**config.mk**
```make
export PLATFORM = sky130hd
export DESIGN_NAME = vpsc_setup_config
export DESIGN_NICKNAME = d
export VERILOG_FILES = /design/src/vpsc_pkg.sv /design/src/vpsc_step_if.sv /design/src/vpsc_setup_config.sv /design/src/vpsc_time_step.sv
export SDC_FILE = /design/constraint.sdc
export NUM_CORES = 1
export LEC_CHECK = 0
export BUFFER_PORTS_ARGS = -buffer_cell sky130_fd_sc_hd__buf_2
export CAP_MARGIN = 10
export CORE_MARGIN = 4
export CORE_UTILIZATION = 55
export DETAILED_ROUTE_END_ITERATION = 10
export PLACE_DENSITY = 0.82
export SYNTH_ARGS = -nofsm -noshare
export SYNTH_HDL_FRONTEND = slang
export SYNTH_HIERARCHICAL = 1
export SYNTH_SLANG_ARGS = --single-unit
```
**constraint.sdc**
```tcl
create_clock -name clk_sys -period 8.1 [get_ports clk_sys]
set_clock_uncertainty 0.1 [all_clocks]
set_input_delay 0.405 -clock clk_sys [delete_from_list [all_inputs] [get_ports clk_sys]]
set_output_delay 0.405 -clock clk_sys [all_outputs]
set_load 0.05 [all_outputs]
```
**src/vpsc_pkg.sv**
```systemverilog
/*
  vpsc_pkg: constants, types and register map for the valve proving setup loader.
  Assumes a 20 MHz system clock and a simple address/strobe register port.
*/
package vpsc_pkg;
  localparam int unsigned CLK_HZ = 20000000;
  // commit hold time and jumper-set flame windows in seconds
  localparam int unsigned COMMIT_HOLD_S = 5;
  localparam int unsigned COMMIT_HOLD_CYC = COMMIT_HOLD_S * CLK_HZ;
  localparam int unsigned SEC_TICK_CYC = CLK_HZ;
  localparam logic [5:0] PILOT_LONG_S = 6'h0A;
  localparam logic [5:0] PILOT_SHORT_S = 6'h04;
  localparam logic [5:0] MAIN_SPARK_S = 6'h04;
  // password digits
  localparam logic [3:0] PASS_DIGIT0 = 4'h7;
  localparam logic [3:0] PASS_DIGIT1 = 4'h8;
  // time values held in seconds
  localparam logic [11:0] TIME_MAX_S = 12'hE10;
  localparam logic [11:0] TIER1_TOP_S = 12'h03C;
  localparam logic [11:0] TIER2_TOP_S = 12'h258;
  localparam logic [11:0] STEP1_S = 12'h001;
  localparam logic [11:0] STEP2_S = 12'h00A;
  localparam logic [11:0] STEP3_S = 12'h03C;
  localparam logic [11:0] POSTPURGE_RST_S = 12'h00F;
  localparam logic [11:0] TESTTIME_RST_S = 12'h000;
  // register offsets
  localparam logic [3:0] REG_KEY = 4'h0;
  localparam logic [3:0] REG_SEQ = 4'h1;
  localparam logic [3:0] REG_SCREEN = 4'h2;
  localparam logic [3:0] REG_DIGITS = 4'h3;
  localparam logic [3:0] REG_PEND_SCHED = 4'h4;
  localparam logic [3:0] REG_PEND_TIME = 4'h5;
  localparam logic [3:0] REG_PEND_PURGE = 4'h6;
  localparam logic [3:0] REG_SCHED = 4'h7;
  localparam logic [3:0] REG_TIME = 4'h8;
  localparam logic [3:0] REG_PURGE = 4'h9;
  localparam logic [3:0] REG_JUMPER = 4'hA;
  localparam logic [3:0] REG_DIAG = 4'hB;
  // key bits in the key register
  localparam int unsigned KEY_UP = 0;
  localparam int unsigned KEY_DOWN = 1;
  localparam int unsigned KEY_PLUS = 2;
  localparam int unsigned KEY_MINUS = 3;
  localparam int unsigned KEY_RIGHT = 4;
  localparam int unsigned KEY_ENTER = 5;
  localparam int unsigned KEY_SCROLL = 6;

  typedef enum logic [2:0] {
    SCHED_NEVER = 3'h0, SCHED_BEFORE = 3'h1, SCHED_AFTER = 3'h2,
    SCHED_BOTH = 3'h3, SCHED_SPLIT = 3'h4
  } vpsc_sched_t;

  typedef enum logic [1:0] {
    SEQ_STANDBY = 2'h0, SEQ_LOCKOUT = 2'h1, SEQ_RUNNING = 2'h2, SEQ_OTHER = 2'h3
  } vpsc_seq_t;

  // Gray coded along the normal path from standby to release; the return from release to standby changes three bits
  typedef enum logic [3:0] {
    SCR_STANDBY = 4'h0, SCR_SETUP = 4'h1, SCR_PASSWORD = 4'h3, SCR_SELECT = 4'h2,
    SCR_SCHED = 4'h6, SCR_TIME = 4'h7, SCR_PURGE = 4'h5, SCR_CONFIRM = 4'h4,
    SCR_DONE = 4'hC, SCR_RELEASE = 4'hD
  } vpsc_screen_t;
endpackage : vpsc_pkg

```
**src/vpsc_step_if.sv**
```systemverilog
/*
  vpsc_step_if: carries a time value and up/down requests to the stepper.
  Assumes the stepper is combinational.
*/
`timescale 1ns/1ps
interface vpsc_step_if;
  logic [11:0] cur;
  logic up;
  logic down;
  logic [11:0] nxt;
  modport ctrl (output cur, output up, output down, input nxt);
  modport step (input cur, input up, input down, output nxt);
endinterface : vpsc_step_if

```
**src/vpsc_setup_config.sv**
```systemverilog
/*
  vpsc_setup_config: keypad setup menu, password gate, commit by reset hold,
  committed readback and site jumper decode.
  Assumes keys arrive as one-cycle pulses written through the register port.
*/
// Local design decisions: the address map and the strobed register port.
`timescale 1ns/1ps
module vpsc_setup_config
  import vpsc_pkg::*;
#(
  // button hold needed to commit, in clock cycles
  parameter int unsigned HOLD_CYC = COMMIT_HOLD_CYC
)
(
  // clock and reset
  input wire logic clk_sys,
  input wire logic rst,
  // register port
  input wire logic [3:0] regAddr,
  input wire logic [15:0] regWrData,
  input wire logic regWr,
  input wire logic regRd,
  output logic [15:0] regRdData,
  // site jumpers, high when intact
  input wire logic pilotWindowJumper,
  input wire logic sparkWithProvingJumper,
  input wire logic startupInterlockJumper,
  // burner demand and module reset button
  input wire logic heatDemand,
  input wire logic resetButton,
  // decoded outputs
  output logic fanOn,
  output logic [5:0] pilotFlameWindowS,
  output logic [5:0] mainFlameWindowS,
  output logic directSpark,
  output logic interlockCheckEn,
  output logic bothValvesInPilot,
  output logic testBefore,
  output logic testAfter,
  output logic seatDownstreamBefore,
  output logic seatUpstreamAfter,
  output logic releasePrompt
);
  vpsc_screen_t screen_q;
  vpsc_seq_t seq_q;
  logic [3:0] digit0_q, digit1_q;
  logic digitSel_q;
  vpsc_sched_t pendSched_q, sched_q;
  logic [11:0] pendTime_q, pendPurge_q, time_q, purge_q;
  logic [31:0] holdCnt_q;
  logic [24:0] secCnt_q;
  logic [11:0] purgeLeft_q;
  logic demand_q;
  logic [6:0] keys;
  logic menuOpen;

  vpsc_step_if stepBus ();
  vpsc_time_step u_step (.st(stepBus));

  assign keys = (regWr && regAddr == REG_KEY) ? regWrData[6:0] : 7'h00;
  assign menuOpen = (seq_q == SEQ_STANDBY) || (seq_q == SEQ_LOCKOUT);

  assign stepBus.cur = (screen_q == SCR_PURGE) ? pendPurge_q : pendTime_q;
  assign stepBus.up = keys[KEY_PLUS];
  assign stepBus.down = keys[KEY_MINUS];

  // sequencer state is written by the sequencer firmware port
  always_ff @(posedge clk_sys) begin
    if (rst) seq_q <= SEQ_STANDBY;
    else if (regWr && regAddr == REG_SEQ) seq_q <= vpsc_seq_t'(regWrData[1:0]);
  end

  // menu walk
  always_ff @(posedge clk_sys) begin
    if (rst) begin
      screen_q <= SCR_STANDBY;
    end else if (!menuOpen && screen_q != SCR_RELEASE) begin
      screen_q <= SCR_STANDBY;
    end else begin
      case (screen_q)
        SCR_STANDBY: if (keys[KEY_SCROLL]) screen_q <= SCR_SETUP;
        SCR_SETUP: if (keys[KEY_RIGHT]) screen_q <= SCR_PASSWORD;
        SCR_PASSWORD: begin
          if (keys[KEY_ENTER]) begin
            if (digit0_q == PASS_DIGIT0 && digit1_q == PASS_DIGIT1) screen_q <= SCR_SELECT;
            else screen_q <= SCR_STANDBY;
          end
        end
        SCR_SELECT: if (keys[KEY_DOWN]) screen_q <= SCR_SCHED;
        SCR_SCHED: if (keys[KEY_ENTER]) screen_q <= SCR_TIME;
        SCR_TIME: if (keys[KEY_ENTER]) screen_q <= SCR_PURGE;
        SCR_PURGE: if (keys[KEY_ENTER]) screen_q <= SCR_CONFIRM;
        SCR_CONFIRM: begin
          if (keys[KEY_UP]) screen_q <= SCR_SCHED;
          else if (keys[KEY_DOWN]) screen_q <= SCR_DONE;
        end
        SCR_DONE: if (resetButton && holdCnt_q == HOLD_CYC - 1) screen_q <= SCR_RELEASE;
        SCR_RELEASE: if (!resetButton) screen_q <= SCR_STANDBY;
        default: screen_q <= SCR_STANDBY;
      endcase
    end
  end

  // password digits
  always_ff @(posedge clk_sys) begin
    if (rst || screen_q != SCR_PASSWORD) begin
      digit0_q <= 4'h0;
      digit1_q <= 4'h0;
      digitSel_q <= 1'b0;
    end else begin
      if (keys[KEY_RIGHT]) digitSel_q <= ~digitSel_q;
      if (keys[KEY_PLUS] && !digitSel_q) digit0_q <= digit0_q + 4'h1;
      if (keys[KEY_MINUS] && !digitSel_q) digit0_q <= digit0_q - 4'h1;
      if (keys[KEY_PLUS] && digitSel_q) digit1_q <= digit1_q + 4'h1;
      if (keys[KEY_MINUS] && digitSel_q) digit1_q <= digit1_q - 4'h1;
    end
  end

  // pending settings edited on the menu
  always_ff @(posedge clk_sys) begin
    if (rst || screen_q == SCR_SELECT) begin
      pendSched_q <= sched_q;
      pendTime_q <= time_q;
      pendPurge_q <= purge_q;
    end else begin
      if (screen_q == SCR_SCHED && keys[KEY_UP])
        pendSched_q <= (pendSched_q == SCHED_SPLIT) ? SCHED_NEVER
                     : vpsc_sched_t'(pendSched_q + 3'h1);
      if (screen_q == SCR_SCHED && keys[KEY_DOWN])
        pendSched_q <= (pendSched_q == SCHED_NEVER) ? SCHED_SPLIT
                     : vpsc_sched_t'(pendSched_q - 3'h1);
      if (screen_q == SCR_TIME) pendTime_q <= stepBus.nxt;
      if (screen_q == SCR_PURGE) pendPurge_q <= stepBus.nxt;
    end
  end

  // reset hold count and commit
  always_ff @(posedge clk_sys) begin
    if (rst || screen_q != SCR_DONE || !resetButton) holdCnt_q <= 32'h0;
    else holdCnt_q <= holdCnt_q + 32'h1;
  end

  always_ff @(posedge clk_sys) begin
    if (rst) begin
      sched_q <= SCHED_NEVER;
      time_q <= TESTTIME_RST_S;
      purge_q <= POSTPURGE_RST_S;
    end else if (screen_q == SCR_DONE && resetButton && holdCnt_q == HOLD_CYC - 1) begin
      sched_q <= pendSched_q;
      time_q <= pendTime_q;
      purge_q <= pendPurge_q;
    end
  end

  assign releasePrompt = (screen_q == SCR_RELEASE);

  // postpurge timer from a one-second enable
  always_ff @(posedge clk_sys) begin
    if (rst || secCnt_q == 25'(SEC_TICK_CYC - 1)) secCnt_q <= 25'h0;
    else secCnt_q <= secCnt_q + 25'h1;
  end

  always_ff @(posedge clk_sys) begin
    if (rst) begin
      demand_q <= 1'b0;
      purgeLeft_q <= 12'h000;
    end else begin
      demand_q <= heatDemand;
      if (heatDemand) purgeLeft_q <= 12'h000;
      else if (demand_q) purgeLeft_q <= purge_q;
      else if (secCnt_q == 25'(SEC_TICK_CYC - 1) && purgeLeft_q != 12'h000)
        purgeLeft_q <= purgeLeft_q - 12'h001;
    end
  end

  assign fanOn = heatDemand || (purgeLeft_q != 12'h000) || (demand_q && purge_q != 12'h000);

  // jumper and schedule decode
  assign directSpark = sparkWithProvingJumper;
  assign interlockCheckEn = ~startupInterlockJumper;
  assign pilotFlameWindowS = directSpark ? 6'h00
                           : (pilotWindowJumper ? PILOT_LONG_S : PILOT_SHORT_S);
  assign mainFlameWindowS = MAIN_SPARK_S;
  assign bothValvesInPilot = directSpark && sched_q != SCHED_NEVER;
  assign testBefore = sched_q == SCHED_BEFORE || sched_q == SCHED_BOTH;
  assign testAfter = sched_q == SCHED_AFTER || sched_q == SCHED_BOTH;
  assign seatDownstreamBefore = sched_q == SCHED_SPLIT;
  assign seatUpstreamAfter = sched_q == SCHED_SPLIT;

  // read port, data one cycle after the strobe
  always_ff @(posedge clk_sys) begin
    if (rst) regRdData <= 16'h0000;
    else if (regRd) begin
      case (regAddr)
        REG_SEQ: regRdData <= {14'h0, seq_q};
        REG_SCREEN: regRdData <= {12'h0, screen_q};
        REG_DIGITS: regRdData <= {7'h0, digitSel_q, digit1_q, digit0_q};
        REG_PEND_SCHED: regRdData <= {13'h0, pendSched_q};
        REG_PEND_TIME: regRdData <= {4'h0, pendTime_q};
        REG_PEND_PURGE: regRdData <= {4'h0, pendPurge_q};
        REG_SCHED: regRdData <= {13'h0, sched_q};
        REG_TIME: regRdData <= {4'h0, time_q};
        REG_PURGE: regRdData <= {4'h0, purge_q};
        REG_JUMPER: regRdData <= {13'h0, startupInterlockJumper, sparkWithProvingJumper,
                                  pilotWindowJumper};
        REG_DIAG: regRdData <= {12'h0, fanOn, releasePrompt, testAfter, testBefore};
        default: regRdData <= 16'h0000;
      endcase
    end else regRdData <= 16'h0000;
  end
endmodule : vpsc_setup_config

```
**src/vpsc_time_step.sv**
```systemverilog
/*
  vpsc_time_step: three-tier time stepping for the setup times.
  Assumes inputs are sampled by the caller.
*/
`timescale 1ns/1ps
module vpsc_time_step
  import vpsc_pkg::*;
(
  // step request
  vpsc_step_if.step st
);
  always_comb begin
    st.nxt = st.cur;
    if (st.up && st.cur < TIME_MAX_S) begin
      if (st.cur < TIER1_TOP_S) st.nxt = st.cur + STEP1_S;
      else if (st.cur < TIER2_TOP_S) st.nxt = st.cur + STEP2_S;
      else st.nxt = st.cur + STEP3_S;
    end else if (st.down && st.cur != 12'h000) begin
      if (st.cur <= TIER1_TOP_S) st.nxt = st.cur - STEP1_S;
      else if (st.cur <= TIER2_TOP_S) st.nxt = st.cur - STEP2_S;
      else st.nxt = st.cur - STEP3_S;
    end
  end
endmodule : vpsc_time_step
```
Yosys cells after proc, flatten, opt, wreduce, memory -nomap -nowiden --
Cells that the tools add are included.
Word-level totals: output and inout bits 37, register bits after elaboration 155, logic and storage cells 170, bits of input ports 29
Operators by class: $lt $le $gt $ge 5, reduce and logical (&&, ||, !) cells 49, muxes and demuxes 39, eq/ne operators 43, add/subtract/negate cells 15, bitwise operators 3
Operator list (number):
- $mux W12 | 13
- $pmux W12 S11 | 1
- $mux W4 | 17
- $pmux W4 S10 | 1
- $eq A4 B3 Y1 const B | 9
- $reduce_bool A12 Y1 | 3
- $add A32 B1 Y32 const B | 1
- $eq A32 B27 Y1 const B | 1
- $eq A4 B4 Y1 const B | 7
- $add A25 B1 Y25 const B | 1
- $eq A25 B25 Y1 const B | 1
- $sub A12 B1 Y12 const B | 2
- $logic_and A1 B1 Y1 | 18
- $ne A2 B2 Y1 const B | 9
- $eq A4 B2 Y1 const B | 4
- $mux W3 | 5
- $add A12 B1 Y12 const B | 1
- $add A12 B4 Y12 const B | 1
- $add A12 B6 Y12 const B | 1
- $le A12 B10 Y1 const B | 1
- $le A12 B6 Y1 const B | 1
- $lt A12 B10 Y1 const B | 1
- $lt A12 B12 Y1 const B | 1
- $lt A12 B6 Y1 const B | 1
- 26 further kinds | 53

Longest topological paths before layout --
word-level depth 9, depth in mapped cells 16, depth with buffers taken out 13

Hierarchy --
The synthesis kept the hierarchy.
Modules (own cells, without submodules):
- vpsc_setup_config | area each 7732.4 µm², instances 1, seq. area each 3293.2 µm², cells each 880
- vpsc_time_step | area each 1174.9 µm², instances 1, seq. area each 0.0 µm², cells each 171

Least setup slack after synthesis --
OpenSTA, ideal clock, no wires.
path type reg2reg, start reg screen_q[0], end reg pendPurge_q[3], data pin, arrival 3.466 ns, buffers on the path 2, data required time 7.746 ns, stages on the path, launching flop included 16, period minus slack after synthesis 3.820 ns, setup time 0.254 ns, path slack 4.280 ns, cell sequence dfxtp_1 > buf_4 > inv_1 > nor4_1 > buf_2 > mux2_2 > inv_1 > ha_1 > nor2b_1 > nor4_4 > or2_2 > a2111oi_0 > o21ai_0 > o311a_1 > nand2_1 > nand2_1
Between the ends: cells in the longest elaborated chain, start to end 9, elaborated cells on any way between the ends 26, those cells by class add/sub (6); order compare (5); eq/ne (2); mux (9); reduce/logical (4)
Ends and longest elaborated chain:
- start: declaration | RTL line vpsc_setup_config.sv:44 | vpsc_screen_t screen_q;
- start signal: assignment | RTL line vpsc_setup_config.sv:76 | screen_q <= SCR_STANDBY;
- start signal: assignment | RTL line vpsc_setup_config.sv:78 | screen_q <= SCR_STANDBY;
- start signal: assignment | RTL line vpsc_setup_config.sv:81 | SCR_STANDBY: if (keys[KEY_SCROLL]) screen_q <= SCR_SETUP;
- $eq A4 B3 Y1 * | RTL line vpsc_setup_config.sv:63 | assign stepBus.cur = (screen_q == SCR_PURGE) ? pendPurge_q : pendTime_q;
- $mux W12 * | RTL line vpsc_setup_config.sv:63
- net stepBus.cur[2] | RTL line vpsc_step_if.sv:7 | logic [11:0] cur;
- $sub A12 B6 Y12 (tied with other cells) | RTL line vpsc_time_step.sv:21 | else st.nxt = st.cur - STEP3_S;
- $mux W12 | RTL line vpsc_time_step.sv:20 | else if (st.cur <= TIER2_TOP_S) st.nxt = st.cur - STEP2_S;
- $mux W12 | RTL line vpsc_time_step.sv:19 | if (st.cur <= TIER1_TOP_S) st.nxt = st.cur - STEP1_S;
- $mux W12 | RTL line vpsc_time_step.sv:18 | end else if (st.down && st.cur != 12'h000) begin
- $mux W12 * | RTL line vpsc_time_step.sv:14 | if (st.up && st.cur < TIME_MAX_S) begin
- net stepBus.nxt[3] | RTL line vpsc_step_if.sv:10 | logic [11:0] nxt;
- $mux W12 * | RTL line vpsc_setup_config.sv:133 | if (screen_q == SCR_PURGE) pendPurge_q <= stepBus.nxt;
- $mux W12 * | RTL line vpsc_setup_config.sv:121 | if (rst || screen_q == SCR_SELECT) begin
- end signal: assignment | RTL line vpsc_setup_config.sv:124 | pendPurge_q <= purge_q;
- end signal: assignment | RTL line vpsc_setup_config.sv:133
- end: declaration | RTL line vpsc_setup_config.sv:49 | logic [11:0] pendTime_q, pendPurge_q, time_q, purge_q;
The timed path passes the listed nets; every way through them passes the cells marked *. The select of a mux whose other input is x is not followed. A chain may end at the register's enable or synchronous reset.

Final worst setup path --
start reg screen_q[2], end reg pendPurge_q[10], data pin
Same word-level chain as after synthesis.

==> summary.md <==
| Metric | Value |
|---|---|
| Outcome | `finished clean` |
| Chip height | `135 µm` |
| Most frequent cells in the layout | `nand2_1 (126), dfxtp_1 (124), nor2_1 (113)` |
| Top-area cell type share of the netlist area | `27.9%` |
| Fill count | `1373` |
| Die width | `about 140 µm` |
| Post-route ant nets | `0` |
| FP Rows | `46` |
| Peak Freq | `230 MHz` |
| Initial antenna violation count | `0` |
| Min cycle time layout | `4.34 ns` |
| Clk_lat worst skew | `0.43 ns` |
| First-pass GRT wire length | `36.2 mm` |
| Seq cells post-synth | `151` |
| Top cells by area, synth | `dfxtp_1 (28%), edfxtp_1 (9.1%), nand2_1 (5.3%)` |
| YS warnings | `6` |
| Root buf cell | `clkbuf_16` |
| DIE AREA | `around 18000 µm²` |
| DP HPWL | `15.0 mm` |
| CTS H-Tree Depth | `4` |
| CP max FO | `15` |
| Crit path DAT | `4.54 ns` |
| Switch Pwr | `0.000527 W` |
| Initial Util | `between 50% and 60%` |
| Pre-CTS WS | `3.92 ns` |
| I/O pin total | `66` |
| Setup_tns | `0 ns` |
| Synthesized instance count | `1051` |
| R2r setup slk | `3.76 ns` |
| GR Util All Layers | `between 20 and 25%` |
| Num CTS Buffers | `17` |
| Drt pass-1 iters | `8` |
| Post-synth EDFFs | `27` |
| Clk buf depth | `2` |
| Clk pwr share | `about two fifths` |
| Reg2reg path depth | `14` |
| DP Cell Count | `1256` |
| Async set-or-reset flop fraction in the synthesized netlist | `0%` |
| FF/Latch Area | `3290 µm²` |
| Share of cells above drive strength 1 | `11.9%` |
| CTS hold repair buffers | `0` |
| Post-route insts no fill | `1288` |
| Worst setup EP type | `flop` |
| DR vias | `7888` |
| Hold slack | `roughly 0.14 ns` |
| Int Power | `between 0.001 and 0.0015 W` |
| Max-slew violations | `0` |
| DRC Markers | `0` |
| Hold Crit Class | `input port to flop` |
| Syn avg cell area | `8.48 µm²` |
| Area Growth Syn to Fin | `9.02%` |
| Largest net degree at the start of global routing | `45` |
| Post-CTS Setup Inserts | `0` |
| IO Port Bufs | `43` |
| Routed Wire Length | `22.0 mm` |
| Mean routed wirelength per cell | `17.1 µm` |
| WP data required | `8.30 ns` |
| Commonest non-fill, non-tap cell in the layout | `nand2_1` |
| WS Path Type | `flop to flop` |
| Nets@finish | `1110` |
| Clock-pin slew on the worst setup and hold paths | `0.06 ns` |
| Synth cell types | `92` |
| Worst vdd ir | `0.000152 V` |
| Ys flop type | `dfxtp_1` |
| Core Area | `15900 µm²` |
| GRT overflow | `0` |
| ANT cells | `0` |
| Vias per inst | `6.12` |
| CP startpoint kind | `flop` |
| Switching portion of total power | `between 20% and 30%` |
| Final Hold Viols | `0` |
| CTS tree | `done` |
| Flop pwr share | `43.7%` |
| Resized Gates After CTS | `0` |
| Pwr Density | `194 nW/µm²` |
| Register area share after synthesis | `~37%` |
| Tcrit/Tclk final | `between 50% and 60%` |
| Slew @ Worst Pin | `1.11 ns` |
| Gpl congestion | `0.958` |
| Yosys top cell by area | `dfxtp_1` |
| Multi-input gate area | `5190 µm²` |
| Comb pwr share | `between 10% and 20%` |
| Leakage | `3.42 nW` |
| Initial drt markers | `699` |
| Slew HR | `25.8%` |
| RSZ-0062 raised after global routing | `no` |
| # setup viols final | `0` |
| Syn Std Cell Area | `between 8000 and 9000 µm²` |
| TritonCTS Sinks | `approximately 150` |
| Final core occ | `about three fifths` |
| Min-Delay Path Depth | `2` |
| Vias in the first global route | `7291` |
| Max Cap Violations | `0` |
| Final WS setup | `3.76 ns` |
stage by stage:
step / instance area [µm²] / total power (W)
global route: 9710 / 0.00195
floorplan: 8950 / 0.00106
global placement: 9130 / 0.00111
detailed placement: 9130 / 0.00112
finish: 9710 / 0.00188
CTS: 9710 / 0.00188
final cells by class:
cell class | count | share of cell area (%)
clock buffers | 20 | 4.70
well taps | 216 | 2.78
inverters | 27 | 1.04
repair buffers | 50 | 2.76
clock inverters | 12 | 1.30
multi-input cells | 812 | 53.5
flip-flops and latches | 151 | 33.9
Yosys cell counts, drive strengths merged, types with 4 or more instances:
cell and instances:
nor2 113, or2 6, nand4b 4, inv 26, nand2b 4, and4 8, clkbuf 39, a211o 5
and3 11, and2 8, a211oi 5, nand3 29, dfxtp 124, or3 29, or4 10, nor4 21
o22ai 5, a22oi 23, o21a 5, o31a 5, a21oi 38, nand4 15, mux2 20, nor2b 12
mux2i 33, nand3b 4, nor4b 6, nor3b 9, a31oi 20, nand2 126, xnor2 40, o21ai 54
nor3 34, o221ai 4, edfxtp 27, ha 22, xor2 18, buf 33, o211ai 7
registers in the layout (all words and copies together), names as in the netlist:
signal / count
demand_q: 1
digit0_q: 4
digit1_q: 4
digitSel_q: 1
holdCnt_q: 32
pendPurge_q: 12
pendSched_q: 3
pendTime_q: 12
purgeLeft_q: 12
purge_q: 12
regRdData: 12
sched_q: 3
screen_q: 4
secCnt_q: 25
seq_q: 2
time_q: 12
power groups by stage:
stage	Clock, W	Sequential (W)	Combinational (W)
detailed placement	0	0.000839	0.000277
CTS	0.000781	0.000823	0.000280
finish	0.000775	0.000824	0.000285
global placement	0	0.000837	0.000274
floorplan	0	0.000830	0.000226
global route	0.000815	0.000827	0.000312
routing by layer:
layer / global-route usage (%) / routed length (µm) / vias to the layer above
li1: - / - / 3808
met1: 32.0 / 9620 / 3745
met2: 39.6 / 10500 / 290
met3: 3.83 / 1280 / 45
met4: 9.85 / 571 / 0
met5: 0 / 0 / -
cells by family after synthesis:
family	Yosys count	synth area share [%]
and+or+nand+nor	458	26.5
AOI/OAI and AO/OA	207	15.8
DFF	151	37.0
buffers and inverters	99	5.41
xor gates and xnor gates	58	5.70
muxes	54	6.49
adders and majority gates	22	3.09
other	2	0.0843
critical path, cell delays in order (launching register included):
cell	delay, ns
dfxtp_1	0.60
inv_1	0.23
nor4_2	0.32
buf_4	0.29
mux2_2	0.47
inv_1	0.18
ha_1	0.26
nor2b_1	0.29
nor4_4	0.07
or2_2	0.33
a221o_1	0.42
o22ai_2	0.15
xor2_1	0.23
nand2_1	0.13
nand2_1	0.12
final timing paths:
| path | startpoint | to |
|---|---|---|
| max | screen_q[2]$_SDFFE_PP0P_ | pendPurge_q[10]$_DFFE_PP_ |
| min | heatDemand | demand_q$_SDFF_PP0_ |
| max reg2reg | screen_q[2]$_SDFFE_PP0P_ | pendPurge_q[10]$_DFFE_PP_ |
| min reg2reg | holdCnt_q[0]$_SDFF_PP0_ | holdCnt_q[0]$_SDFF_PP0_ |
Note: power is estimated with default switching activity, not from simulation.
